===== src/cap_sense_params.svh =====
// What this block does
// - Multi-channel enable shorts scanned channels together
// - Gain 1x to 8x, resets to 8x
// - Gain from three-bit field in mode register
// - Touch comparator event wakes device from suspend, only while unit enable bit set
// - Aux wake with mode 101b wakes on scan end
// - Aux wake with mode 110b/111b wakes per conversion
// - With accumulation, wake only after all samples
// - Wake behaviour bit selects wake conditions used
`ifndef CAP_SENSE_PARAMS_SVH
`define CAP_SENSE_PARAMS_SVH

// ------------------------------------------------------------
// Register byte offsets
// ------------------------------------------------------------
`define OFS_MODE 8'h00
`define OFS_MODE2 8'h04
`define OFS_SCAN 8'h08
`define OFS_STATUS 8'h0C
`define OFS_MASK 8'h10
`define OFS_ACCUM 8'h14

// ------------------------------------------------------------
// Field positions
// ------------------------------------------------------------
`define MODE_GAIN_LSB 0
`define MODE_CM_LSB 4
`define MODE_EN_BIT 7
`define MODE2_MCEN_BIT 0
`define MODE2_AUXW_BIT 1
`define MODE2_WOI_BIT 2

// ------------------------------------------------------------
// Reset values and codes
// ------------------------------------------------------------
`define GAIN_RESET 3'h7
`define CM_SCAN_END 3'h5
`define CM_CONV_A 3'h6
`define CM_CONV_B 3'h7
`define NUM_CH 16

`endif


===== src/cap_sense_pkg.sv =====
package cap_sense_pkg;
  // Events from the conversion engine
  typedef struct packed {
    logic touch;
    logic scan_done;
    logic conv_done;
  } cs_event_t;

  // AHB-Lite request captured in address phase
  typedef struct packed {
    logic valid;
    logic write;
    logic [7:0] addr;
  } ahb_req_t;
endpackage


===== src/cap_sense_channel_gain_wake.sv =====
`timescale 1ns/1ps
`default_nettype none
`include "cap_sense_params.svh"

module cap_sense_channel_gain_wake
  import cap_sense_pkg::*;
(
  // Clock and reset
  input wire logic core_clk,
  input wire logic rst,
  // AHB-Lite slave
  input wire logic hsel,
  input wire logic [31:0] haddr,
  input wire logic [1:0] htrans,
  input wire logic hwrite,
  input wire logic [2:0] hsize,
  input wire logic [31:0] hwdata,
  input wire logic hready,
  output logic [31:0] hrdata,
  output logic hreadyout,
  output logic hresp,
  // Conversion engine events
  input wire cs_event_t eng_event,
  // Analog front end control
  output logic [15:0] channel_short,
  output logic multi_channel_active,
  output logic [3:0] gain_factor,
  output logic unit_enable,
  output logic [2:0] start_mode_out,
  // Power management and interrupt
  output logic wake_req,
  output logic irq
);

  // ----------------------------------------------------------
  // Registers
  // ----------------------------------------------------------
  logic [7:0] mode_reg;
  logic [2:0] mode2_reg;
  logic [15:0] scan_reg;
  logic [3:0] accum_reg;
  logic [2:0] status_reg;
  logic [2:0] status_next;
  logic [2:0] mask_reg;
  logic [3:0] acc_cnt_reg;
  logic [31:0] rdata_reg;
  logic wake_reg;
  ahb_req_t req_reg;

  logic [2:0] gain_select;
  logic [2:0] start_mode_select;
  logic auxiliary_wake_enable;
  logic wake_behaviour_select;
  logic multi_channel_enable;
  logic acc_full;
  logic conv_wake;
  logic scan_wake;
  logic wake_now;
  logic rd_status;

  assign gain_select = mode_reg[`MODE_GAIN_LSB +: 3];
  assign start_mode_select = mode_reg[`MODE_CM_LSB +: 3];
  assign multi_channel_enable = mode2_reg[`MODE2_MCEN_BIT];
  assign auxiliary_wake_enable = mode2_reg[`MODE2_AUXW_BIT];
  assign wake_behaviour_select = mode2_reg[`MODE2_WOI_BIT];

  // ----------------------------------------------------------
  // AHB-Lite slave, zero wait states, always OKAY
  // ----------------------------------------------------------
  assign hreadyout = 1'b1;
  assign hresp = 1'b0;
  assign hrdata = rdata_reg;

  // Capture address phase
  always_ff @(posedge core_clk) begin
    if (rst) begin
      req_reg <= '0;
    end else if (hready) begin
      req_reg.valid <= hsel & htrans[1];
      req_reg.write <= hwrite;
      req_reg.addr <= haddr[7:0];
    end
  end

  // Software-written configuration
  always_ff @(posedge core_clk) begin
    if (rst) begin
      mode_reg <= {5'h00, `GAIN_RESET};
      mode2_reg <= 3'h0;
      scan_reg <= 16'h0000;
      accum_reg <= 4'h0;
      mask_reg <= 3'h0;
    end else if (req_reg.valid && req_reg.write) begin
      case (req_reg.addr)
        `OFS_MODE: mode_reg <= hwdata[7:0];
        `OFS_MODE2: mode2_reg <= hwdata[2:0];
        `OFS_SCAN: scan_reg <= hwdata[15:0];
        `OFS_ACCUM: accum_reg <= hwdata[3:0];
        `OFS_MASK: mask_reg <= hwdata[2:0];
        default: ;
      endcase
    end
  end

  // Read data is presented in the data phase, so decode the address
  // phase directly; size is ignored since only words are served
  always_ff @(posedge core_clk) begin
    if (rst) begin
      rdata_reg <= 32'h0000_0000;
    end else if (hready && hsel && htrans[1] && !hwrite) begin
      case (haddr[7:0])
        `OFS_MODE: rdata_reg <= {24'h000000, mode_reg};
        `OFS_MODE2: rdata_reg <= {29'h0, mode2_reg};
        `OFS_SCAN: rdata_reg <= {16'h0000, scan_reg};
        // Report the bits held before this read clears them; an event in
        // the same cycle stays set and shows up on the next read
        `OFS_STATUS: rdata_reg <= {29'h0, status_reg};
        `OFS_MASK: rdata_reg <= {29'h0, mask_reg};
        `OFS_ACCUM: rdata_reg <= {28'h0, accum_reg};
        default: rdata_reg <= 32'h0000_0000;
      endcase
    end
  end

  assign rd_status = hready && hsel && htrans[1] && !hwrite &&
                     (haddr[7:0] == `OFS_STATUS);

  // ----------------------------------------------------------
  // Channel combining and gain
  // ----------------------------------------------------------
  // Short every scanned channel onto one node only in multi mode
  always_ff @(posedge core_clk) begin
    if (rst) begin
      channel_short <= 16'h0000;
      multi_channel_active <= 1'b0;
    end else begin
      channel_short <= multi_channel_enable ? scan_reg : 16'h0000;
      multi_channel_active <= multi_channel_enable;
    end
  end

  // Linear map: code 0 is 1x, code 7 is 8x
  always_ff @(posedge core_clk) begin
    if (rst) begin
      gain_factor <= 4'h8;
    end else begin
      gain_factor <= {1'b0, gain_select} + 4'h1;
    end
  end

  always_ff @(posedge core_clk) begin
    if (rst) begin
      unit_enable <= 1'b0;
      start_mode_out <= 3'h0;
    end else begin
      unit_enable <= mode_reg[`MODE_EN_BIT];
      start_mode_out <= start_mode_select;
    end
  end

  // ----------------------------------------------------------
  // Sample accumulation; accum_reg holds samples minus one
  // ----------------------------------------------------------
  assign acc_full = (acc_cnt_reg == accum_reg);

  always_ff @(posedge core_clk) begin
    if (rst || !mode_reg[`MODE_EN_BIT]) begin
      acc_cnt_reg <= 4'h0;
    end else if (eng_event.conv_done) begin
      acc_cnt_reg <= acc_full ? 4'h0 : acc_cnt_reg + 4'h1;
    end
  end

  // ----------------------------------------------------------
  // Wake decision
  // ----------------------------------------------------------
  // Conversion wake counts only completed accumulations
  assign conv_wake = auxiliary_wake_enable &&
                     ((start_mode_select == `CM_CONV_A) ||
                      (start_mode_select == `CM_CONV_B)) &&
                     eng_event.conv_done && acc_full;
  assign scan_wake = auxiliary_wake_enable &&
                     (start_mode_select == `CM_SCAN_END) &&
                     eng_event.scan_done;
  // Behaviour bit low: touch only; high: touch plus aux events
  assign wake_now = eng_event.touch ||
                    (wake_behaviour_select && (conv_wake || scan_wake));

  // Disabled unit never wakes; software must leave it enabled across sleep
  always_ff @(posedge core_clk) begin
    if (rst) begin
      wake_reg <= 1'b0;
    end else begin
      wake_reg <= wake_now && mode_reg[`MODE_EN_BIT];
    end
  end
  assign wake_req = wake_reg;

  // ----------------------------------------------------------
  // Sticky status, cleared by read, set wins over clear
  // ----------------------------------------------------------
  always_comb begin
    status_next = status_reg;
    if (rd_status) begin
      status_next = 3'h0;
    end
    if (mode_reg[`MODE_EN_BIT]) begin
      status_next = status_next |
        {eng_event.touch, eng_event.scan_done, eng_event.conv_done};
    end
  end

  always_ff @(posedge core_clk) begin
    if (rst) begin
      status_reg <= 3'h0;
    end else begin
      status_reg <= status_next;
    end
  end

  assign irq = |(status_reg & mask_reg);

endmodule
`default_nettype wire


===== config.mk =====
export PLATFORM = sky130hd
export DESIGN_NAME = cap_sense_channel_gain_wake
export DESIGN_NICKNAME = d
export VERILOG_FILES = /design/src/cap_sense_pkg.sv /design/src/cap_sense_channel_gain_wake.sv
export VERILOG_INCLUDE_DIRS = /design/src
export SDC_FILE = /design/constraint.sdc
export NUM_CORES = 1
export LEC_CHECK = 0
export ABC_AREA = 0
export BUFFER_PORTS_ARGS = -buffer_cell sky130_fd_sc_hd__clkbuf_2
export CAP_MARGIN = 20
export CORE_UTILIZATION = 46
export CTS_BUF_LIST = sky130_fd_sc_hd__clkbuf_2 sky130_fd_sc_hd__clkbuf_4 sky130_fd_sc_hd__clkbuf_8
export CTS_CLUSTER_DIAMETER = 60
export DETAILED_ROUTE_END_ITERATION = 10
export PLACE_DENSITY = 0.87
export SETUP_SLACK_MARGIN = 0.15
export SYNTH_ARGS = -nofsm -noshare
export SYNTH_HDL_FRONTEND = slang
export SYNTH_SLANG_ARGS = --single-unit

===== constraint.sdc =====
create_clock -name core_clk -period 1.5 [get_ports core_clk]
set_input_delay 0.15 -clock core_clk [delete_from_list [all_inputs] [get_ports core_clk]]
set_output_delay 0.15 -clock core_clk [all_outputs]
set_load 0.02 [all_outputs]

# [Yosys cells after proc, flatten, opt, wreduce, memory -nomap -nowiden]
# Index checks and enable logic that the tools add are counted.
[totals] regBits=109 latch_bits=0 mem_bits_rw=0 rom_bits=0 output_inout_bits=61 wordCells=67 mem_count=0
[op_classes] n_addsub=2 mul=0 div=0 order_cmp=0 n_eq_ne=13 shifts=0 n_mux=4 n_bitwise=4 n_reduce_logical=27
[ops] op="$pmux 16 s6" count=1
[ops] op="$eq 8x5->1 const B" count=4
[ops] op="$eq 8x4->1 const B" count=3
[ops] op="$eq 8x3->1 const B" count=2
[ops] op="$logic_not 8->1" count=2
[ops] op="$logic_and 1x1->1" count=12
[ops] op="$reduce_and 2->1" count=5
[ops] op="$eq 3x3->1 const B" count=3
[ops] op="$mux 3" count=2
[ops] op="$add 3x1->4 const B" count=1
[ops] op="$add 4x1->4 const B" count=1
[ops] op="$eq 4x4->1" count=1
[ops] op="$logic_or 1x1->1" count=4
[ops] op="$mux 4" count=1
[ops] op="$and 3x3->3" count=1
[ops] op="$or 3x3->3" count=1
[ops] op="$reduce_or 3->1" count=1
[ops] op="$logic_not 1->1" count=2
[ops] op="$reduce_or 2->1" count=1
[ops] op="$and 1x1->1" count=1
[ops] op="$not 1->1" count=1

# [Depth between registers and ports, before layout]
[logic_depth] word_depth=9 mapped_depth=5 depth_no_buf=4

# [Worst setup path after synthesis]
# OpenSTA, ideal clock, no wires.
[synth_path] kind="register to register" startpoint="reg req_reg[6] (netlist bit)" endpoint="reg mask_reg[0]" setup_ns=0.128 arrival_time_ns=1.332 slack_ns=0.041 path_stages_with_launch=5 period_less_slack_ns=1.459 cell_sequence="dfxtp_1 or3_4 nor4_4 mux2i_1 nor2_1"
[synth_via] elab_chain_cells=2
[synth_rtl] element="start, declared" line="cap_sense_channel_gain_wake.sv:48" text="ahb_req_t req_reg;"
[synth_rtl] element="$eq 8x5->1" line="cap_sense_channel_gain_wake.sv:94" text="case (req_reg.addr)"
[synth_rtl] element="$reduce_and 2->1 (no line)"
[synth_rtl] element="end signal, assigned" line="cap_sense_channel_gain_wake.sv:99" text="`OFS_MASK: mask_reg <= hwdata[2:0];"
[synth_rtl] element="end, declared" line="cap_sense_channel_gain_wake.sv:44" text="logic [2:0] mask_reg;"
# Every way passes these cells.
# A chain may end at the register's enable or synchronous reset.

# [Final worst setup path]
[layout_path] startpoint="reg mask_reg[2]" endpoint="out irq"
[layout_via] elab_chain_cells=2
[layout_rtl] element="$and 3x3->3" line="cap_sense_channel_gain_wake.sv:221" text="assign irq = |(status_reg & mask_reg);"
[layout_rtl] element="$reduce_or 3->1" line="cap_sense_channel_gain_wake.sv:221"
[layout_rtl] element="end, declared" line="cap_sense_channel_gain_wake.sv:32" text="output logic irq"
# Every way passes these cells.

==> results.py <==
metrics = {
    "die": {
        "initial_core_util_pct": 47.6,
        "rows": 32,
        "dieArea_mm2": 0.00839,
        "io_pins": 138,
        "die_y_um": 91.6,
        "die_x_um": 91.6,
        "core_mm2": 0.00777,
    },
    "timing": {
        "max_freq_mhz": 651,
        "maxSlewViolCount": 0,
        "final.setup_skew_ps": 15.0,
        "period_share_pct": 102,
        "setup_tns_ps": -45.3,
        "rsz0062_at_grt": "yes",
        "setup_slack_ps": -36.0,
        "hold_viol": 0,
        "fin_crit_ps": 1540,
        "hold_slack_ps": 7.91,
        "setup_violations": 2,
    },
    "layout": {
        "final_cell_mix": "81 x dfxtp_1, 74 x clkbuf_2, 59 x nor2_1, 36 x mux2i_1, 18 x conb_1",
        "antennaDiodeCount": 0,
        "nets": 523,
        "syn2layout_area_growth_pct": 23.9,
        "utilization_pct": 58.9,
        "final_common_cell": "dfxtp_1",
        "final_layout_size_suffix_gt1_share_pct": 33.9,
        "final_cells": 551,
    },
    "worst_setup_path": {
        "r2r_start": "req_reg[5]",
        "critPathRequiredTime_ps": 1350,
        "worst_ep_arrival_time_ps": 1390,
        "path_max_fanout": 3,
        "crit_start": "mask_reg[2]",
        "rrSetupSlack_ps": -10,
        "critPathLaunchType": "flop",
        "cp-end-kind": "output pin",
        "crit_type": "reg2out",
    },
    "placement": {
        "dp_hpwl_um": 5780,
        "place.gp.congestion": 0.861,
        "port_buffers": 75,
        "place_inst": 530,
    },
    "synth": {
        "synthFlopType": "dfxtp_1",
        "yosys_warnings": 0,
        "ys_ff_latch": 93,
        "synth_enable_flop_cells": 0,
        "synthDistinctLibCells": 44,
        "avgSynthCellArea_um2": 10.4,
        "yosysSeqAreaShare_pct": 50.4,
        "syn_inst": 354,
        "synthesis.area_mm2": 0.00369,
        "async_flop_share_pct": 0,
    },
    "detailed_routing": {
        "routed_wl_um": 8220,
        "drtIter0Drc": 143,
        "routedWlPerCell_um": 14.9,
        "drc": 0,
        "via_per_inst": 5.15,
        "vias": 2835,
        "ant_nets": 0,
        "drt_pre_antenna_iters": 4,
    },
    "min_path": {
        "holdCritStartpoint": "hwdata[15]",
        "min_path_type": "in2reg",
    },
    "cts": {
        "htreeDepth": 3,
        "cts_sinks": 93,
        "insertion_delay_ps": 370,
        "cts_buffers": 9,
        "clkTransAtPathRegs_ps": 110,
        "cts_tree": "yes",
        "cts_buffer_depth": 2,
        "root_buffer": "clkbuf_8",
    },
    "global_routing": {
        "grt-ovfl-total": 0,
        "grt_first_pass_wirelength_um": 13000,
        "grt_pass1_vias": 2658,
        "gr-usage-all-layers_pct": 20.0,
        "antenna_found_initial": 0,
        "grt_start_max_net_pins": 57,
    },
    "power_and_ir_drop": {
        "p_leak_uw": 0.00208,
        "p_per_area_mw_per_mm2": 972,
        "power_uw": 4450,
        "ir_drop_uv": 534,
    },
    "status": {
        "status": "complete, but fails checks",
        "violations": "setup timing",
    },
    "run": {
        "maxCapViolCount": 0,
    },
}
[critical path, cell delays in order (launching register included)]
cell	delay (ps)
dfxtp_2	350
a222oi_1	440
inv_1	70
buf_2	160
[final timing paths]
check | cells past startpoint | end
worst min register to register | 2 | hrdata[4]
worst min-delay path | 3 | scan_reg[15]
worst max-delay path | 3 | irq
worst max register to register | 4 | mode2_reg[2]
[kinds of logic after synthesis]
| kind of cell | after synthesis | share of synthesized area, % |
|---|---|---|
| flops | 93 | 50.4 |
| simple gates | 124 | 19.4 |
| other cells | 2 | 0.203 |
| buf+inv | 41 | 6.16 |
| fa+ha+maj | 2 | 0.677 |
| mux | 48 | 14.1 |
| compound gates | 36 | 7.15 |
| xor+xnor | 8 | 1.90 |
[report_power, final]
group          total [uW]  switching, uW  internal (uW)
logic                 292            178            114
registers            2510           23.7           2480
clock network        1650            988            660
total                4450           1190           3260
[Yosys cell counts, types with 3 or more instances]
master | n | area [um^2]
o21ai_0 | 8 | 40.0
a22oi_1 | 12 | 90.1
nand4b_1 | 3 | 26.3
nand2_1 | 8 | 30.0
mux4_2 | 3 | 67.6
nor2b_1 | 8 | 50.1
nand2b_1 | 7 | 43.8
clkbuf_1 | 13 | 48.8
and2_1 | 16 | 100
xor2_1 | 5 | 43.8
mux2i_1 | 42 | 420
buf_4 | 18 | 135
buf_2 | 5 | 25.0
nand3b_1 | 4 | 30.0
xnor2_1 | 3 | 26.3
nor2_1 | 59 | 221
a211o_1 | 3 | 26.3
nor4_4 | 4 | 85.1
mux2_2 | 3 | 33.8
a22o_1 | 6 | 52.6
dfxtp_1 | 93 | 1860
inv_1 | 5 | 18.8
[stage by stage]
| step | setup slack (ps) | area [um^2] |
|---|---|---|
| final | -36.0 | 4580 |
| after global routing | -110 | 4580 |
| after CTS | -28.4 | 4530 |
| after detailed placement | -101 | 4260 |
| after global placement | -5.46 | 4260 |
| after floorplan | 139 | 3790 |
[metal layers]
| metal | global-route usage, % | up-vias | part of all wire [%] |
|---|---|---|---|
| li1 | - | 1365 | - |
| met1 | 25.7 | 1344 | 44 |
| met2 | 32.0 | 110 | 48 |
| met3 | 4.56 | 16 | 6.4 |
| met4 | 9.13 | 0 | 2.0 |
| met5 | 0 | - | 0 |
[what timing repair did]
item | CTS | global route
endpoints found under the setup margin | 38 | 38
hold endpoints to repair | 0 | 1
gates resized for setup | 13 | 14
hold buffers | 0 | 1
gates cloned | 1 | 0
buffers inserted | 3 | 0
pin swaps | 4 | 8
[area by class of cell]
class                           count  area (um^2)
Clock buffer                        9          124
Clock inverter                      7         75.1
Fill cell                         643         3190
Inverter                            5         18.8
Multi-Input combinational cell    236         1730
Sequential cell                    93         1880
Tap cell                          102          128
Timing Repair Buffer               99          621
No activity file was read; power rests on OpenSTA's default activity.
